==> config.mk <==
export PLATFORM = sky130hd
export DESIGN_NAME = qai_top
export DESIGN_NICKNAME = d
export VERILOG_FILES = /design/src/verilog/qai_pkg.sv /design/src/verilog/qai_mean.sv /design/src/verilog/qai_top.sv
export SDC_FILE = /design/constraint.sdc
export NUM_CORES = 1
export LEC_CHECK = 0
export BUFFER_PORTS_ARGS = -buffer_cell sky130_fd_sc_hd__buf_2
export CAP_MARGIN = 20
export CORE_MARGIN = 1
export CORE_UTILIZATION = 52
export CTS_CLUSTER_SIZE = 20
export DETAILED_ROUTE_END_ITERATION = 8
export GPL_TIMING_DRIVEN = 1
export PLACE_DENSITY = 0.79
export SLEW_MARGIN = 40
export SYNTH_ARGS = -nofsm -noshare
export SYNTH_HDL_FRONTEND = slang
export SYNTH_HIERARCHICAL = 1
export SYNTH_SLANG_ARGS = --single-unit
==> constraint.sdc <==
create_clock -name clock_in -period 3.22 [get_ports clock_in]
set_input_delay 0.483 -clock clock_in [delete_from_list [all_inputs] [get_ports clock_in]]
set_output_delay 0.483 -clock clock_in [all_outputs]
set_load 0.01 [all_outputs]
==> src/verilog/qai_pkg.sv <==
// constants and types of the quad analog input configuration block
package qai_pkg;
  localparam int          QAI_CHANS     = 4;
  localparam int          QAI_CODE_W    = 12;
  localparam int          QAI_WORD_W    = 16;
  localparam int          QAI_DATA_W    = 8;
  localparam int          QAI_ADDR_W    = 4;
  localparam int          QAI_AVG_N     = 8;
  localparam int          QAI_OPEN_BIT  = 15;
  // clock and conversion slot: 32 conversions per averaged refresh of 72 ms
  localparam int          QAI_CLK_NS    = 100;
  localparam int          QAI_REFRESH_MS = 72;
  localparam int          QAI_SLOT_CYC  = (QAI_REFRESH_MS * 1000000 / QAI_CLK_NS)
                                          / (QAI_CHANS * QAI_AVG_N);
  // codes at or below this read as a broken live-zero input (about 0.95 V)
  localparam logic [11:0] QAI_OPEN_CODE = 12'h020;
  localparam logic [15:0] QAI_WORD_RST  = 16'h0000;
  // register byte addresses
  localparam logic [3:0]  QAI_REG_STATUS = 4'h0;
  localparam logic [3:0]  QAI_REG_MASK   = 4'h4;
  localparam logic [3:0]  QAI_REG_STATE  = 4'h8;
  localparam logic [7:0]  QAI_MASK_RST   = 8'h00;
  // status bit positions
  localparam int          QAI_ST_REFRESH = 0;
  localparam int          QAI_ST_OPEN    = 1;
  localparam int          QAI_ST_BAD     = 2;
  localparam int          QAI_ST_W       = 3;
  // range codes as {even pin, odd pin}
  typedef enum logic [1:0] {
    qai_rng_off  = 2'h0,
    qai_rng_uni  = 2'h1,
    qai_rng_live = 2'h2,
    qai_rng_bip  = 2'h3
  } qai_range_t;
  typedef enum logic [2:0] {
    qai_wait_s  = 3'b001,
    qai_start_s = 3'b010,
    qai_busy_s  = 3'b100
  } qai_state_t;
endpackage : qai_pkg

==> src/verilog/qai_mean.sv <==
// eight-sample mean per channel, or straight pass of each conversion
`timescale 1ns/1ps
module qai_mean
  import qai_pkg::*;
#(
  parameter int CODE_W = QAI_CODE_W,
  parameter int AVG_N  = QAI_AVG_N
) (
  input  wire logic              clock_in,
  input  wire logic              arst_n_in,
  input  wire logic              avg_en_in,
  input  wire logic              smp_valid_in,
  input  wire logic [1:0]        smp_chan_in,
  input  wire logic [CODE_W-1:0] smp_code_in,
  output logic                   res_valid_out,
  output logic [1:0]             res_chan_out,
  output logic [CODE_W-1:0]      res_code_out
);
  localparam int SH_W  = $clog2(AVG_N);
  localparam int SUM_W = CODE_W + SH_W;
  localparam logic [SH_W-1:0] LAST_ROUND = SH_W'(AVG_N - 1);

  logic [SUM_W-1:0]  acc_ff [QAI_CHANS];
  logic [SH_W-1:0]   round_ff;
  logic              res_valid_ff;
  logic [1:0]        res_chan_ff;
  logic [CODE_W-1:0] res_code_ff;
  wire  [SUM_W-1:0]  nxt_acc  = acc_ff[smp_chan_in] + SUM_W'(smp_code_in);
  wire               last     = avg_en_in && (round_ff == LAST_ROUND);
  wire               emit     = smp_valid_in && (!avg_en_in || last);
  wire               chan_end = smp_chan_in == 2'h3;

  always_ff @(posedge clock_in or negedge arst_n_in) begin
    if (!arst_n_in) begin
      for (int i = 0; i < QAI_CHANS; i++) begin
        acc_ff[i] <= '0;
      end
      round_ff <= '0;
    end else if (smp_valid_in) begin
      acc_ff[smp_chan_in] <= (last || !avg_en_in) ? '0 : nxt_acc;
      round_ff <= !avg_en_in ? '0 : (chan_end ? round_ff + 1'b1 : round_ff);
    end
  end

  always_ff @(posedge clock_in or negedge arst_n_in) begin
    if (!arst_n_in) begin
      res_valid_ff <= 1'b0;
      res_chan_ff  <= 2'h0;
      res_code_ff  <= '0;
    end else begin
      res_valid_ff <= emit;
      if (emit) begin
        res_chan_ff <= smp_chan_in;
        // the mean drops the fraction; a shift keeps the divider out
        res_code_ff <= avg_en_in ? nxt_acc[SUM_W-1:SH_W] : smp_code_in;
      end
    end
  end

  assign res_valid_out = res_valid_ff;
  assign res_chan_out  = res_chan_ff;
  assign res_code_out  = res_code_ff;
endmodule : qai_mean

==> src/verilog/qai_top.sv <==
// quad analog input: switch decode, conversion sequencing, words, lamps, registers
//
// Local design decisions: the address-and-strobe port and the register offsets.
`timescale 1ns/1ps
module qai_top
  import qai_pkg::*;
#(
  parameter int SLOT_CYCLES = QAI_SLOT_CYC
) (
  input  wire logic                  clock_in,
  input  wire logic                  arst_n_in,
  input  wire logic [7:0]            range_sw_in,
  input  wire logic                  word_sw_in,
  input  wire logic                  avg_sw_in,
  input  wire logic                  host_power_in,
  input  wire logic                  adc_valid_in,
  input  wire logic [QAI_CODE_W-1:0] adc_code_in,
  input  wire logic [QAI_ADDR_W-1:0] addr_in,
  input  wire logic [QAI_DATA_W-1:0] wr_data_in,
  input  wire logic                  wr_in,
  input  wire logic                  rd_in,
  output logic                       adc_start_out,
  output logic [1:0]                 adc_chan_out,
  output logic [QAI_WORD_W-1:0]      in_word0_out,
  output logic [QAI_WORD_W-1:0]      in_word1_out,
  output logic [QAI_WORD_W-1:0]      in_word2_out,
  output logic [QAI_WORD_W-1:0]      in_word3_out,
  output logic [2:0]                 words_used_out,
  output logic                       ready_lamp_out,
  output logic                       bad_setting_lamp_out,
  output logic                       open_wire_lamp_out,
  output logic                       word_count_lamp_out,
  output logic [QAI_DATA_W-1:0]      rd_data_out,
  output logic                       irq_out
);
  localparam int SLOT_W = $clog2(SLOT_CYCLES + 1);
  localparam logic [SLOT_W-1:0] SLOT_END = SLOT_W'(SLOT_CYCLES - 1);

  function automatic qai_range_t chan_range(input logic [7:0] sw, input logic [1:0] ch);
    chan_range = qai_range_t'({sw[{ch, 1'b0}], sw[{ch, 1'b1}]});
  endfunction : chan_range

  function automatic logic [QAI_WORD_W-1:0] fmt_word(input qai_range_t rng,
                                                    input logic [QAI_CODE_W-1:0] code,
                                                    input logic open);
    logic s;
    s = ~code[QAI_CODE_W-1];
    case (rng)
      qai_rng_bip:  fmt_word = {{4{s}}, s, code[QAI_CODE_W-2:0]};
      qai_rng_uni:  fmt_word = {4'h0, code};
      qai_rng_live: fmt_word = {open, 3'h0, code};
      default:      fmt_word = QAI_WORD_RST;
    endcase
  endfunction : fmt_word

  function automatic logic served(input logic [1:0] ch, input logic four);
    served = four || !ch[1];
  endfunction : served

  qai_state_t                  state_ff;
  qai_state_t                  nxt_state;
  logic [SLOT_W-1:0]           slot_ff;
  logic [1:0]                  chan_ff;
  logic                        start_ff;
  logic [QAI_WORD_W-1:0]       word_ff [QAI_CHANS];
  logic [QAI_CHANS-1:0]        open_ff;
  logic                        ready_ff;
  logic                        bad_ff;
  logic                        open_lamp_ff;
  logic                        cnt_lamp_ff;
  logic [2:0]                  used_ff;
  logic [QAI_ST_W-1:0]         status_ff;
  logic [QAI_ST_W-1:0]         mask_ff;
  logic [QAI_DATA_W-1:0]       rd_data_ff;
  logic                        irq_ff;

  logic                        res_valid;
  logic [1:0]                  res_chan;
  logic [QAI_CODE_W-1:0]       res_code;
  wire                         smp_valid = adc_valid_in && (state_ff == qai_busy_s);

  // switch decode
  wire             all_off    = range_sw_in == 8'h00;
  wire             fault      = all_off;
  qai_range_t      res_rng;
  assign res_rng = chan_range(range_sw_in, res_chan);
  wire             res_served = served(res_chan, word_sw_in);
  wire             res_open   = (res_rng == qai_rng_live) && (res_code <= QAI_OPEN_CODE);
  wire [QAI_WORD_W-1:0] res_word = fmt_word(res_rng, res_code, res_open);

  // sequencer: every channel gets its slot, disabled or not, so timing never shrinks
  wire slot_done = slot_ff == SLOT_END;
  always_comb begin
    nxt_state = state_ff;
    case (state_ff)
      qai_wait_s:  nxt_state = slot_done ? qai_start_s : qai_wait_s;
      qai_start_s: nxt_state = qai_busy_s;
      qai_busy_s:  nxt_state = adc_valid_in ? qai_wait_s : qai_busy_s;
      default:     nxt_state = qai_wait_s;
    endcase
  end

  always_ff @(posedge clock_in or negedge arst_n_in) begin
    if (!arst_n_in) begin
      state_ff <= qai_wait_s;
      slot_ff  <= '0;
      chan_ff  <= 2'h3;
      start_ff <= 1'b0;
    end else begin
      state_ff <= nxt_state;
      slot_ff  <= (state_ff != qai_wait_s || slot_done) ? '0 : slot_ff + 1'b1;
      start_ff <= (state_ff == qai_wait_s) && slot_done;
      if ((state_ff == qai_wait_s) && slot_done) begin
        chan_ff <= chan_ff + 2'h1;
      end
    end
  end

  qai_mean #(
    .CODE_W (QAI_CODE_W),
    .AVG_N  (QAI_AVG_N)
  ) u_mean (
    .clock_in      (clock_in),
    .arst_n_in     (arst_n_in),
    .avg_en_in     (avg_sw_in),
    .smp_valid_in  (smp_valid),
    .smp_chan_in   (chan_ff),
    .smp_code_in   (adc_code_in),
    .res_valid_out (res_valid),
    .res_chan_out  (res_chan),
    .res_code_out  (res_code)
  );

  // input words; channels outside the word span read as zero
  always_ff @(posedge clock_in or negedge arst_n_in) begin
    if (!arst_n_in) begin
      for (int i = 0; i < QAI_CHANS; i++) begin
        word_ff[i] <= QAI_WORD_RST;
      end
      open_ff <= '0;
    end else begin
      for (int i = 0; i < QAI_CHANS; i++) begin
        if (!served(2'(i), word_sw_in)) begin
          word_ff[i] <= QAI_WORD_RST;
          open_ff[i] <= 1'b0;
        end else if (res_valid && res_chan == 2'(i)) begin
          word_ff[i] <= res_word;
          open_ff[i] <= res_open;
        end
      end
    end
  end

  // lamps
  always_ff @(posedge clock_in or negedge arst_n_in) begin
    if (!arst_n_in) begin
      ready_ff     <= 1'b0;
      bad_ff       <= 1'b0;
      open_lamp_ff <= 1'b0;
      cnt_lamp_ff  <= 1'b0;
      used_ff      <= 3'h0;
    end else begin
      ready_ff     <= host_power_in && !fault;
      bad_ff       <= all_off;
      open_lamp_ff <= |open_ff;
      cnt_lamp_ff  <= word_sw_in;
      used_ff      <= word_sw_in ? 3'h4 : 3'h2;
    end
  end

  // registers: status is write-one-to-clear, a new event beats the clear
  wire                  wr_status = wr_in && addr_in == QAI_REG_STATUS;
  wire                  wr_mask   = wr_in && addr_in == QAI_REG_MASK;
  wire [QAI_ST_W-1:0]   st_set;
  assign st_set[QAI_ST_REFRESH] = res_valid && res_chan == 2'h3;
  assign st_set[QAI_ST_OPEN]    = res_valid && res_served && res_open && !open_ff[res_chan];
  assign st_set[QAI_ST_BAD]     = all_off;
  wire [QAI_ST_W-1:0]   st_clr    = wr_status ? wr_data_in[QAI_ST_W-1:0] : '0;
  wire [QAI_ST_W-1:0]   nxt_status = (status_ff & ~st_clr) | st_set;
  wire [QAI_DATA_W-1:0] state_word = {open_ff, cnt_lamp_ff, open_lamp_ff, bad_ff, ready_ff};
  wire [QAI_DATA_W-1:0] nxt_rd_data =
    !rd_in                      ? '0 :
    addr_in == QAI_REG_STATUS   ? QAI_DATA_W'(status_ff) :
    addr_in == QAI_REG_MASK     ? QAI_DATA_W'(mask_ff) :
    addr_in == QAI_REG_STATE    ? state_word : '0;

  always_ff @(posedge clock_in or negedge arst_n_in) begin
    if (!arst_n_in) begin
      status_ff  <= '0;
      mask_ff    <= QAI_MASK_RST[QAI_ST_W-1:0];
      rd_data_ff <= '0;
      irq_ff     <= 1'b0;
    end else begin
      status_ff  <= nxt_status;
      mask_ff    <= wr_mask ? wr_data_in[QAI_ST_W-1:0] : mask_ff;
      rd_data_ff <= nxt_rd_data;
      irq_ff     <= |(nxt_status & (wr_mask ? wr_data_in[QAI_ST_W-1:0] : mask_ff));
    end
  end

  assign adc_start_out        = start_ff;
  assign adc_chan_out         = chan_ff;
  assign in_word0_out         = word_ff[0];
  assign in_word1_out         = word_ff[1];
  assign in_word2_out         = word_ff[2];
  assign in_word3_out         = word_ff[3];
  assign words_used_out       = used_ff;
  assign ready_lamp_out       = ready_ff;
  assign bad_setting_lamp_out = bad_ff;
  assign open_wire_lamp_out   = open_lamp_ff;
  assign word_count_lamp_out  = cnt_lamp_ff;
  assign rd_data_out          = rd_data_ff;
  assign irq_out              = irq_ff;

  // checks
  logic [1:0] prev_chan_ff;
  logic       seen_ff;
  always_ff @(posedge clock_in or negedge arst_n_in) begin
    if (!arst_n_in) begin
      prev_chan_ff <= 2'h0;
      seen_ff      <= 1'b0;
    end else if (start_ff) begin
      prev_chan_ff <= chan_ff;
      seen_ff      <= 1'b1;
    end
  end
endmodule : qai_top
======== Yosys cells after proc, flatten, opt, wreduce, memory -nomap -nowiden ========
Cells that the tools add are included.
cells by class
  add/subtract/negate cells ............... 4
  order comparisons ....................... 6
  eq/ne operators ......................... 18
  mux-type cells .......................... 36
  bitwise operators ....................... 6
  reductions and logical operators ........ 29
operators with widths
  operator                 number
  $mux W15                 5
  $mux W16                 4
  $bwmux W60               1
  $pmux W16 S3             1
  $mux W8                  4
  $bmux W15 S2             1
  $demux W15 S2            1
  $mux W3                  6
  $logic_and A1 B1 Y1      16
  $add A15 B1 Y15 const B  1
  $add A15 B12 Y15         1
  $eq A15 B15 Y1 const B   1
  $le A12 B6 Y1 const B    1
  $mux W12                 1
  $eq A2 B2 Y1 const B     5
  $pmux W3 S3              1
  $logic_not A8 Y1         1
  $lt A3 B4 Y1 const B     2
  $mux W1                  7
  $and A3 B3 Y3            2
  $bmux W1 S2              3
  $eq A3 B3 Y1 const B     2
  $ne A2 B1 Y1 const B     3
  $eq A2 B1 Y1 const B     2
  other kinds (22)         27
storage, ports and cells
  register bits after elaboration ......... 189
  input bits .............................. 40
  output and inout bits ................... 83
  word-level logic and storage cells ...... 128

======== Depth between registers and ports, before layout ========
Gate-level depths: netlist of the first run.
  word-level depth ........................ 9
  mapped depth ............................ 11
  mapped depth without buffers ............ 9

======== Cells and area by module ========
Netlist of the first run, hierarchy kept.
by module, submodules not included
  module    times used  cells an instance  area each (µm²)  sequential area each (µm²)
  qai_top   1           414                4285.4           2531.2
  qai_mean  1           383                4045.1           1951.9

======== Worst setup path before layout of the first run ========
Ideal clock, no wire load.
  path type ............................... register to register
  start ................................... register chan_ff[0], in the netlist adc_chan_out[0]
  end ..................................... register u_mean.res_code_ff[9], in the netlist u_mean/res_code_out[9]
  setup time .............................. 0.126 ns
  arrival time ............................ 3.011 ns
  data required time ...................... 3.094 ns
  path slack .............................. 0.083 ns
  cell stages (with the launch flop) ...... 11
  buffers on the path ..................... 2
  clock period less this slack ............ 3.137 ns
  cells stage by stage .................... dfstp_2 -> buf_6 -> buf_2 -> mux4_2 -> ha_1 -> o21ai_0 -> o21ai_2 -> o21ai_1 -> o311a_1 -> xnor2_2 -> a221o_1
between the ends
  longest elaborated chain between the ends .. 6
ends and longest elaborated chain
  what                                          RTL line        source
  start, declared                               qai_top.sv:63   logic [1:0] chan_ff;
  start signal, assigned                        qai_top.sv:114  chan_ff <= chan_ff + 2'h1;
  $not A2 Y3 (not written as such)              qai_mean.sv:28  wire [SUM_W-1:0] nxt_acc = acc_ff[smp_chan_in] + SUM_W'(smp_code_in);
  $bmux W15 S2                                  qai_mean.sv:28
  $mux W15 (not written as such) (2 in series)  qai_mean.sv:28
  $add A15 B12 Y15                              qai_mean.sv:28
  $mux W12                                      qai_mean.sv:55  res_code_ff <= avg_en_in ? nxt_acc[SUM_W-1:SH_W] : smp_code_in;
  end signal, assigned                          qai_mean.sv:55
  end, declared                                 qai_mean.sv:27  logic [CODE_W-1:0] res_code_ff;
Every way passes these cells. The select of a mux whose other input is x is not followed.
A chain may end at the register's enable or synchronous reset.

======== Worst setup path in the final report of the first run ========
Same ends and word-level chain as after synthesis.

==> impl_metrics.env, run 1 <==
export IMPL_status="complete, no violations"
export IMPL_peakVddDrop_mv=0.386
export IMPL_arrival_ns=3.44
export IMPL_grt_use_total=0.246
export IMPL_final_util=0.632
export IMPL_area_growth_pct=17.0
export IMPL_place_port_buffers=116
export IMPL_fill_cells=1239
export IMPL_m1WireLength_mm=8.30
export IMPL_wl_met3_mm=1.03
export IMPL_fin_crit_sh=0.971
export IMPL_yosysUniqueCellTypes=65
export IMPL_final_common_cell="dfrtp_1"
export IMPL_reg2reg_to="u_mean/res_code_out[9]$_DFFE_PN0P_"
export IMPL_power_leakage_nw=4.62
export IMPL_fmax_mhz=320
export IMPL_seq_area_frac_synth=0.538
export IMPL_insertion_delay_ns=0.43
export IMPL_rows=45
export IMPL_hold_violations=0
export IMPL_placed_cell_area_um2=9120
export IMPL_cts_max_level=4
export IMPL_min_path_type="input pin to asynchronous set/reset pin"
export IMPL_final_cell_mix="dfrtp_1 (176), nand2_1 (141), buf_2 (115)"
export IMPL_critical_path_class="flop to flop"
export IMPL_fin_worst_skew_ns=0.00795
export IMPL_fin_cells=1131
export IMPL_r2r_slack_ns=0.09
export IMPL_finalSetupViolCount=0
export IMPL_synth_warnings=6
export IMPL_postSynthCellCount=797
export IMPL_grt_pass1_wl_mm=31.2
export IMPL_endpoint_kind="flop"
export IMPL_synthFlopType="dfrtp_1"
export IMPL_final_nets=964
export IMPL_worstPathRequired_ns=3.53
export IMPL_topRoutingLayerUsed="met4"
export IMPL_worst_slack_ns=0.0933
export IMPL_synth_edf_count=0
export IMPL_crit_family="compound AO/OA/AOI/OAI gates"
export IMPL_power_mw=4.90
export IMPL_dp_cells=1098
export IMPL_r2r_start="adc_chan_out[0]$_DFFE_PN1P_"
export IMPL_dpl_hpwl_mm=13.6
export IMPL_first_pass_iters=5
export IMPL_tritoncts="yes"
export IMPL_gp_congestion=0.870
export IMPL_die_w_um=129
export IMPL_ff2ff_path_depth=9
export IMPL_vias_per_cell=5.68
export IMPL_coreArea_um2=15400
export IMPL_avgSynthCellArea_um2=10.5
export IMPL_layout_drive_gt1_share=0.241
export IMPL_grt_pass1_vias=6153
export IMPL_grt_overflow_total=0
export IMPL_max_stage_delay_ns=0.62
export IMPL_worst_pin_slew_ns=0.787
export IMPL_finalWirelength_mm=19.3
export IMPL_critPathBufInv=1
export IMPL_clk_pin_slew_ns=0.07
export IMPL_path_cells="buf_4 > mux4_2 > ha_2 > o21ai_0 > o21ai_2 > o21ai_1 > o311a_1 > xnor2_2 > a221o_1"
export IMPL_antenna_found_initial=0
export IMPL_cp_slowest_cell="dfstp_2"
export IMPL_crit_fanout=5
export IMPL_ys_seq_elements=179
export IMPL_wl_met2_mm=9.48
export IMPL_final_area_um2=9740
export IMPL_place_ws_ns=0.0481
export IMPL_wire_per_inst_um=17.1
export IMPL_die_h_um=129
export IMPL_maxSlewHeadroom=0.475
export IMPL_drtIter0Drc=509
export IMPL_mappedNetlistArea_um2=8330
export IMPL_ctsLongestPathBuffers=2
export IMPL_cts_inserted_buffers=17
export IMPL_drv_slew=0
export IMPL_pwr_density_cell_nw_per_um2=503
export IMPL_diodes=0
export IMPL_vias=6428
export IMPL_cp_start_kind="flop"
export IMPL_cts_num_sinks=179
export IMPL_dieArea_um2=16500
export IMPL_fin_crit_ns=3.13
export IMPL_start_util=0.540
export IMPL_syn_nets=853
export IMPL_clockRootBuffer="clkbuf_16"
export IMPL_drc=0
export IMPL_async_flop_share=1.00
export IMPL_grt_max_degree=72
export IMPL_drtAntennaViolNets=0
export IMPL_maxCapViolations=0
export IMPL_boundaryPins=123
-- cell usage after synthesis, drive strengths merged (3+ instances only) --
| library cell | number | area (um^2) |
|---|---|---|
| dfrtp | 176 | 4400 |
| nor3 | 4 | 20.0 |
| xnor2 | 9 | 93.8 |
| o21ai | 97 | 489 |
| nor2 | 30 | 113 |
| a21oi | 47 | 246 |
| nand3b | 4 | 30.0 |
| nand3 | 23 | 115 |
| nand2b | 3 | 18.8 |
| and3 | 6 | 42.5 |
| xor2 | 16 | 148 |
| a21o | 8 | 60.1 |
| nor4 | 6 | 37.5 |
| a31oi | 5 | 46.3 |
| nand2 | 141 | 529 |
| nor4b | 4 | 41.3 |
| buf | 19 | 138 |
| ha | 15 | 188 |
| a211oi | 6 | 50.1 |
| clkbuf | 32 | 121 |
| or4 | 5 | 37.5 |
| a22o | 23 | 201 |
| or3 | 3 | 18.8 |
| mux4 | 18 | 409 |
| or2 | 7 | 43.8 |
| nand4 | 7 | 43.8 |
| inv | 23 | 86.3 |
| and2 | 10 | 62.6 |
| nor3b | 6 | 45.0 |
| nor2b | 3 | 18.8 |
| mux2i | 8 | 80.1 |
| mux2 | 4 | 45.0 |
| dfstp | 3 | 78.8 |
| o31ai | 7 | 52.6 |
-- registers in the layout (all words and copies together) (netlist names), 2 cells and up --
signal and count:
u_mean/acc_ff 60, slot_ff 15, in_word0_out 14, in_word1_out 14, in_word2_out 14, in_word3_out 14
u_mean/res_code_out 12, rd_data_out 8, open_ff 4, mask_ff 3, state_ff 3, status_ff 3
u_mean/round_ff 3, adc_chan_out 2, u_mean/res_chan_out 2, words_used_out 2
-- report_power, final --
| group | switching [mW] | total, mW | internal, mW |
|---|---|---|---|
| sequential | 0.0896 | 2.44 | 2.35 |
| combinational | 0.310 | 0.516 | 0.206 |
| clock | 0.864 | 1.95 | 1.08 |
-- repair_timing --
| action | in CTS | in global routing |
|---|---|---|
| endpoints found under the setup margin | 0 | 30 |
| resized for setup | 0 | 9 |
| hold buffers | 0 | 0 |
| setup buffers | 0 | 2 |
-- cell type report --
class | instances | area [um^2] | area share
sequential | 179 | 4480 | 0.460
multi-input combinational | 543 | 3550 | 0.365
timing repair buffer | 143 | 802 | 0.0823
clock buffer | 20 | 447 | 0.0458
tap | 211 | 264 | 0.0271
clock inverter | 11 | 104 | 0.0107
inverter | 24 | 90.1 | 0.00924
-- kinds of logic after synthesis --
family | synth area share
XOR/XNOR | 0.0290
buffers and inverters | 0.0419
adder cells (fa/ha/maj) | 0.0249
other | 0.000450
AO/OA/AOI/OAI | 0.150
AND/OR/NAND/NOR | 0.151
flip-flops | 0.538
multiplexers | 0.0641
-- metal layers --
metal,up-vias,GRT usage
met2,233,0.415
met4,0,0.103
met1,3143,0.319
met3,32,0.0378
met5,-,0
li1,3020,-
-- stage by stage --
stage          hold WS, ns  setup TNS [ns]
4_1_cts             0.0749               0
6_report            0.0518               0
3_3_place_gp         0.438               0
5_1_grt             0.0900         -0.0122
2_1_floorplan        0.187               0
3_5_place_dp         0.444               0
-- how the worst max path moves through the flow --
stage / slack (ns) / depth (start not counted) / end / start
final: 0.09 / 9 / u_mean/res_code_out[9]$_DFFE_PN0P_ / adc_chan_out[0]$_DFFE_PN1P_
after global routing: -0.008 / 9 / u_mean/res_code_out[10]$_DFFE_PN0P_ / adc_chan_out[0]$_DFFE_PN1P_
after CTS: 0.04 / 9 / u_mean/acc_ff[29]$_DFFE_PN0P_ / adc_chan_out[0]$_DFFE_PN1P_
after detailed placement: 0.05 / 9 / u_mean/acc_ff[59]$_DFFE_PN0P_ / adc_chan_out[0]$_DFFE_PN1P_
after global placement: 0.1 / 9 / u_mean/acc_ff[59]$_DFFE_PN0P_ / adc_chan_out[0]$_DFFE_PN1P_
after floorplan: 0.08 / 10 / u_mean/res_code_out[9]$_DFFE_PN0P_ / adc_chan_out[0]$_DFFE_PN1P_
Note: power is estimated with default switching activity, not from simulation.
==> run 2: changes to the inputs <==
--- a/config.mk
+++ b/config.mk
@@ -8,11 +8,13 @@
 export BUFFER_PORTS_ARGS = -buffer_cell sky130_fd_sc_hd__buf_2
 export CAP_MARGIN = 20
 export CORE_MARGIN = 1
-export CORE_UTILIZATION = 52
+export CORE_UTILIZATION = 54
+export CTS_BUF_LIST = sky130_fd_sc_hd__clkbuf_2
 export CTS_CLUSTER_SIZE = 20
 export DETAILED_ROUTE_END_ITERATION = 8
 export GPL_TIMING_DRIVEN = 1
-export PLACE_DENSITY = 0.79
+export PLACE_DENSITY = 0.81
+export SKIP_LAST_GASP = 1
 export SLEW_MARGIN = 40
 export SYNTH_ARGS = -nofsm -noshare
 export SYNTH_HDL_FRONTEND = slang
==> run 2 against run 1 <==
Via count is 0.90% higher. Setup slack better by 0.047 ns. Register-to-register slack better by 0.05 ns.
==> impl_metrics.env, run 2 (synthesis results as in run 1) <==
export IMPL_finalWirelength_mm=19.3
export IMPL_holdPathStages=4
export IMPL_fin_cells=1123
export IMPL_crit_fanout=5
export IMPL_die_w_um=126
export IMPL_clk_pin_slew_ns=0.23
export IMPL_rows=45
export IMPL_hold_violations=0
export IMPL_boundaryPins=123
export IMPL_cts_setup_buffers=0
export IMPL_fin_crit_sh=0.956
export IMPL_peakVddDrop_mv=0.190
export IMPL_fin_tns_setup_ns=0
export IMPL_final_cell_mix="dfrtp_1 (176), nand2_1 (141), buf_2 (115)"
export IMPL_vias_per_cell=5.78
export IMPL_dieArea_um2=15900
export IMPL_status="complete, no violations"
export IMPL_min_path_type="input pin to flop"
export IMPL_power_leakage_nw=4.55
export IMPL_grt_pass1_vias=6241
export IMPL_worstHoldStart="range_sw_in[1]"
export IMPL_insertion_delay_ns=0.78
export IMPL_critical_path_class="flop to flop"
export IMPL_cts_max_level=4
export IMPL_reg2reg_to="u_mean/res_code_out[9]$_DFFE_PN0P_"
export IMPL_ctsLongestPathBuffers=2
export IMPL_first_pass_iters=5
export IMPL_die_h_um=126
export IMPL_regMostFlops="u_mean/acc_ff"
export IMPL_pwr_density_cell_nw_per_um2=429
export IMPL_path_cells="buf_4 > mux4_2 > fa_1 > a211oi_2 > o21ai_2 > o21ai_1 > o311a_1 > xnor2_2 > a221o_1"
export IMPL_grt_use_total=0.258
export IMPL_vias=6486
export IMPL_finalSetupViolCount=0
export IMPL_arrival_ns=3.77
export IMPL_cp_start_kind="flop"
export IMPL_ff2ff_path_depth=9
export IMPL_place_ws_ns=0.124
export IMPL_area_growth_pct=14.2
export IMPL_final_common_cell="dfrtp_1"
export IMPL_antenna_found_initial=1
export IMPL_critPathBufInv=1
export IMPL_tritoncts="yes"
export IMPL_grt_overflow_total=0
export IMPL_maxSlewHeadroom=0.551
export IMPL_cp_slowest_cell="dfstp_2"
export IMPL_clockRootBuffer="clkbuf_2"
export IMPL_drc=0
export IMPL_dpl_hpwl_mm=13.9
export IMPL_crit_family="compound AO/OA/AOI/OAI gates"
export IMPL_worst_slack_ns=0.140
export IMPL_r2r_slack_ns=0.14
export IMPL_grt_max_degree=61
export IMPL_endpoint_kind="flop"
export IMPL_drtAntennaViolNets=0
export IMPL_coreArea_um2=15100
export IMPL_start_util=0.550
export IMPL_drv_slew=0
export IMPL_place_port_buffers=116
export IMPL_worst_pin_slew_ns=0.671
export IMPL_wire_per_inst_um=17.2
export IMPL_dp_cells=1074
export IMPL_worstPathRequired_ns=3.91
export IMPL_cts_num_sinks=179
export IMPL_fin_crit_ns=3.08
export IMPL_drtIter0Drc=597
export IMPL_final_util=0.628
export IMPL_max_stage_delay_ns=0.60
export IMPL_fill_cells=1195
export IMPL_grt_pass1_wl_mm=31.8
export IMPL_gp_congestion=0.867
export IMPL_hold_path_end="ready_lamp_out$_DFF_PN0_"
export IMPL_maxCapViolations=0
export IMPL_reg_largest_list="u_mean/acc_ff (60), slot_ff (15)"
export IMPL_layout_drive_gt1_share=0.231
export IMPL_largest_register_ffs=60
export IMPL_final_nets=978
export IMPL_fin_worst_skew_ns=0.0350
export IMPL_fmax_mhz=325
export IMPL_cts_inserted_buffers=17
export IMPL_r2r_start="adc_chan_out[0]$_DFFE_PN1P_"
==> run 2: changes by cell type in the layout (fill, tap and decap cells not counted), moves of 2 or more <==
cell	previous run	this run
inv_6	3	1
ha_1	13	15
xor2_2	2	0
ha_2	2	0
clkbuf_2	0	18
clkbuf_1	2	0
dlygate4sd3_1	0	17
clkbuf_16	17	0
buf_4	26	23
==> run 2: worst max-delay path by stage <==
stage	startpoint	endpoint	slack (ns)	depth (start not counted)
after floorplan	adc_chan_out[0]$_DFFE_PN1P_	u_mean/res_code_out[9]$_DFFE_PN0P_	0.08	10
after global placement	adc_chan_out[0]$_DFFE_PN1P_	u_mean/res_code_out[9]$_DFFE_PN0P_	0.15	9
after detailed placement	adc_chan_out[0]$_DFFE_PN1P_	u_mean/acc_ff[59]$_DFFE_PN0P_	0.12	9
after CTS	adc_chan_out[0]$_DFFE_PN1P_	u_mean/res_code_out[9]$_DFFE_PN0P_	0.1	9
final	adc_chan_out[0]$_DFFE_PN1P_	u_mean/res_code_out[9]$_DFFE_PN0P_	0.14	9
after global routing	adc_chan_out[0]$_DFFE_PN1P_	u_mean/res_code_out[10]$_DFFE_PN0P_	-0.01	10
==> run 2: per-layer routing <==
metal	wire length, um	GRT usage
met5	0	0
met4	369	0.0815
met3	1210	0.0595
met2	9410	0.427
met1	8350	0.339
==> run 2: metrics by stage <==
| step | instance area, um^2 | power [mW] | hold slack, ns |
|---|---|---|---|
| after floorplan | 8330 | 2.77 | 0.187 |
| after global placement | 9090 | 2.96 | 0.441 |
| after detailed placement | 9090 | 2.98 | 0.448 |
| after CTS | 9460 | 4.11 | 0.00622 |
| after global routing | 9520 | 4.28 | 0.00769 |
| final | 9520 | 4.08 | 0.0551 |
==> run 2: tightest hold or removal path, delay by kind of cell <==
kind,cells,cell delay (ns)
AND/OR/NAND/NOR,3,0.23
buffers and inverters,1,0.08
==> run 2: repair_timing <==
item / CTS / global route
endpoints found under the hold margin: 74 / 2
gates resized for setup: 0 / 4
hold buffers: 15 / 2
endpoints found under the setup margin: 0 / 26
==> run 2: area by class of cell <==
class | count | area, um^2 | share of cell area
clock inverter | 13 | 136 | 0.0143
clock buffer | 18 | 90.1 | 0.00947
tap | 188 | 235 | 0.0247
timing repair buffer | 157 | 950 | 0.0998
sequential | 179 | 4480 | 0.471
antenna | 1 | 2.50 | 0.000263
multi-input combinational | 543 | 3530 | 0.371
inverter | 24 | 90.1 | 0.00947
==> run 2: report_power, final <==
part | total, mW | switching [mW] | leakage, nW | internal (mW)
combinational | 0.526 | 0.311 | 2.12 | 0.215
sequential | 2.44 | 0.0887 | 2.30 | 2.35
clock | 1.12 | 0.766 | 0.128 | 0.353
==> run 3: changes to the inputs <==
--- a/config.mk
+++ b/config.mk
@@ -5,6 +5,7 @@
 export SDC_FILE = /design/constraint.sdc
 export NUM_CORES = 1
 export LEC_CHECK = 0
+export ABC_AREA = 1
 export BUFFER_PORTS_ARGS = -buffer_cell sky130_fd_sc_hd__buf_2
 export CAP_MARGIN = 20
 export CORE_MARGIN = 1
==> run 3 against run 2 <==
Sequential cell count stayed put. Clock power is essentially flat. Die area up 8.1%. Maximum frequency grew 3.6%. Worst hold slack lost 0.022 ns. Synthesized area increased by 8.2%. Critical endpoint is now u_mean/acc_ff[34]$_DFFE_PN0P_.
==> impl_metrics.env, run 3 <==
export IMPL_max_stage_delay_ns=0.69
export IMPL_placed_cell_area_um2=9690
export IMPL_worstHoldStart="adc_code_in[6]"
export IMPL_min_path_type="input pin to flop"
export IMPL_boundaryPins=123
export IMPL_ys_top_cells_by_count="nand2_1 (369), dfrtp_1 (176), inv_1 (87)"
export IMPL_avgSynthCellArea_um2=8.17
export IMPL_arrival_ns=3.71
export IMPL_yosysUniqueCellTypes=43
export IMPL_netSwitchingFraction=0.277
export IMPL_largest_register_ffs=60
export IMPL_wire_per_inst_um=14.5
export IMPL_crit_family="simple AND/OR/NAND/NOR gates"
export IMPL_peakVddDrop_mv=0.191
export IMPL_reg_largest_list="u_mean/acc_ff (60), slot_ff (15)"
export IMPL_final_area_um2=10100
export IMPL_pwr_share_comb=0.074
export IMPL_fin_cells=1452
export IMPL_drtIter0Drc=791
export IMPL_final_nets=1279
export IMPL_synth_most_common_cell="nand2_1"
export IMPL_startpoint="adc_chan_out[1]$_DFFE_PN1P_"
export IMPL_synth_area_top_cells="dfrtp_1 (49%), nand2_1 (15%), nand3_1 (3.8%)"
export IMPL_path_cells="buf_4 > nor2_4 > inv_1 > o221ai_1 > ha_1 > fa_2 > nand3_1 > nand3_1 > a21oi_1 > o21ai_0 > nor2_1 > nand2_1 > nand2_1"
export IMPL_power_leakage_nw=5.39
export IMPL_cts_inserted_buffers=17
export IMPL_grt_use_total=0.256
export IMPL_synthDominantCellAreaShare=0.488
export IMPL_clk_pin_slew_ns=0.25
export IMPL_cp_start_kind="flop"
export IMPL_dieArea_um2=17200
export IMPL_endpoint_kind="flop"
export IMPL_grt_pass1_vias=7383
export IMPL_place_port_buffers=116
export IMPL_crit_fanout=14
export IMPL_cts_num_sinks=179
export IMPL_layout_drive_gt1_share=0.193
export IMPL_hold_ws_ns=0.0327
export IMPL_worstPathRequired_ns=3.95
export IMPL_yosys_area_top_type="dfrtp_1"
export IMPL_syn_nets=1159
export IMPL_insertion_delay_ns=0.79
export IMPL_synth_edf_count=0
export IMPL_seq_area_frac_synth=0.497
export IMPL_maxSlewHeadroom=0.531
export IMPL_cts_setup_buffers=0
export IMPL_tritoncts="yes"
export IMPL_critical_path_class="flop to flop"
export IMPL_vias=7833
export IMPL_r2r_start="adc_chan_out[1]$_DFFE_PN1P_"
export IMPL_cp_slowest_cell="dfstp_2"
export IMPL_first_pass_iters=6
export IMPL_fin_crit_sh=0.923
export IMPL_drc=0
export IMPL_fill_cells=1351
export IMPL_switchingPower_mw=1.02
export IMPL_dpl_hpwl_mm=15.2
export IMPL_ys_seq_elements=179
export IMPL_hold_violations=0
export IMPL_worst_slack_ns=0.248
export IMPL_grt_pass1_wl_mm=35.4
export IMPL_fmax_mhz=336
export IMPL_async_flop_share=1.00
export IMPL_postSynthCellCount=1103
export IMPL_p_seq_frac=0.622
export IMPL_fin_crit_ns=2.97
export IMPL_dp_cells=1401
export IMPL_synth_warnings=6
export IMPL_area_growth_pct=12.4
export IMPL_seqCellArea_um2=4480
export IMPL_vias_per_cell=5.39
export IMPL_grt_max_degree=81
export IMPL_finalSetupViolCount=0
export IMPL_finalWirelength_mm=21.0
export IMPL_final_common_cell="nand2_1"
export IMPL_pwr_density_cell_nw_per_um2=364
export IMPL_fin_worst_skew_ns=0.0275
export IMPL_clockRootBuffer="clkbuf_2"
export IMPL_synthFlopType="dfrtp_1"
export IMPL_coreArea_um2=16100
export IMPL_rows=46
export IMPL_diodes=0
export IMPL_power_frac_clock=0.304
export IMPL_die_h_um=131
export IMPL_worst_pin_slew_ns=0.703
export IMPL_status="complete, no violations"
export IMPL_drv_slew=0
export IMPL_final_cell_mix="nand2_1 (368), dfrtp_1 (176), buf_2 (115)"
export IMPL_antenna_found_initial=0
export IMPL_fin_tns_setup_ns=0
export IMPL_mappedNetlistArea_um2=9020
export IMPL_maxCapViolations=0
export IMPL_cts_max_level=4
export IMPL_critPathBufInv=2
export IMPL_start_util=0.559
export IMPL_grt_overflow_total=0
export IMPL_place_ws_ns=0.273
export IMPL_ctsLongestPathBuffers=2
export IMPL_multi_input_area_um2=3920
export IMPL_drtAntennaViolNets=0
export IMPL_die_w_um=131
export IMPL_gp_congestion=0.914
export IMPL_regMostFlops="u_mean/acc_ff"
export IMPL_power_internal_mw=2.67
-- run 3: cell types whose count changed after synthesis, moves of 14 or more --
cell      before  now
a22o_1        23    0
clkbuf_1      31   10
inv_1         23   87
mux4_2        17    0
nand2_1      141  369
nand3_1       23   68
nor2_1        30   75
nor2_2         0   14
o21ai_0       81   51
o21ai_1       15   29
-- run 3: through the flow --
step	power, mW	util
6_report	3.69	0.629
5_1_grt	3.84	0.629
4_1_cts	3.71	0.627
3_5_place_dp	2.59	0.602
3_3_place_gp	2.58	0.601
2_1_floorplan	2.47	-
-- run 3: final timing paths --
check	end	slack, ns	depth (start not counted)
worst max register to register	u_mean/acc_ff[34]$_DFFE_PN0P_	0.25	13
min in group asynchronous	rd_data_out[2]$_DFF_PN0_	0.25	2
worst min-delay path	u_mean/res_code_out[6]$_DFFE_PN0P_	0.03	3
worst min register to register	u_mean/round_ff[0]$_DFFE_PN0P_	0.49	1
max in group asynchronous	adc_chan_out[0]$_DFFE_PN1P_	2.13	3
worst max-delay path	u_mean/acc_ff[34]$_DFFE_PN0P_	0.25	13
-- run 3: per-layer routing --
| layer | vias to the layer above | global-route usage | wire, um |
|---|---|---|---|
| met5 | - | 0 | 0 |
| met4 | 0 | 0.0889 | 476 |
| met3 | 42 | 0.0509 | 1290 |
| met2 | 311 | 0.426 | 10100 |
| met1 | 3683 | 0.334 | 9210 |
| li1 | 3797 | - | - |
-- run 3: final cells by class --
class / count / area share
clock inverter: 15 / 0.0141
clock buffer: 17 / 0.00840
inverter: 97 / 0.0364
sequential: 179 / 0.442
timing repair buffer: 145 / 0.0853
tap: 216 / 0.0267
multi-input combinational: 783 / 0.387
-- run 3: cells by family (layout without fill, tap and decap cells) --
logic type	Yosys count	in the layout	synth area share
other	1	1	0.000416
AOI/OAI and AO/OA	155	155	0.0976
and+or+nand+nor	601	601	0.298
DFF	179	179	0.497
buffers and inverters	141	274	0.0713
adders and majority gates	16	16	0.0230
xor gates and xnor gates	10	10	0.0122
-- run 3: tightest hold or removal path: stages --
cell and delay, ns:
buf_2 0.12, a21oi_1 0.14, a21oi_1 0.08
-- run 3: power by group through the flow --
stage               registers (mW)  clock network, mW  logic, mW
finish                        2.29               1.12      0.274
global route                  2.30               1.23      0.306
CTS                           2.29               1.15      0.275
detailed placement            2.33                  0      0.256
global placement              2.33                  0      0.252
floorplan                     2.33                  0      0.131
-- run 3: timing repair --
action                                  4_1_cts  5_1_grt
hold endpoints to repair                    107        0
endpoints found under the setup margin        0        6
gates resized for setup                       0        3
hold buffers                                 19        0
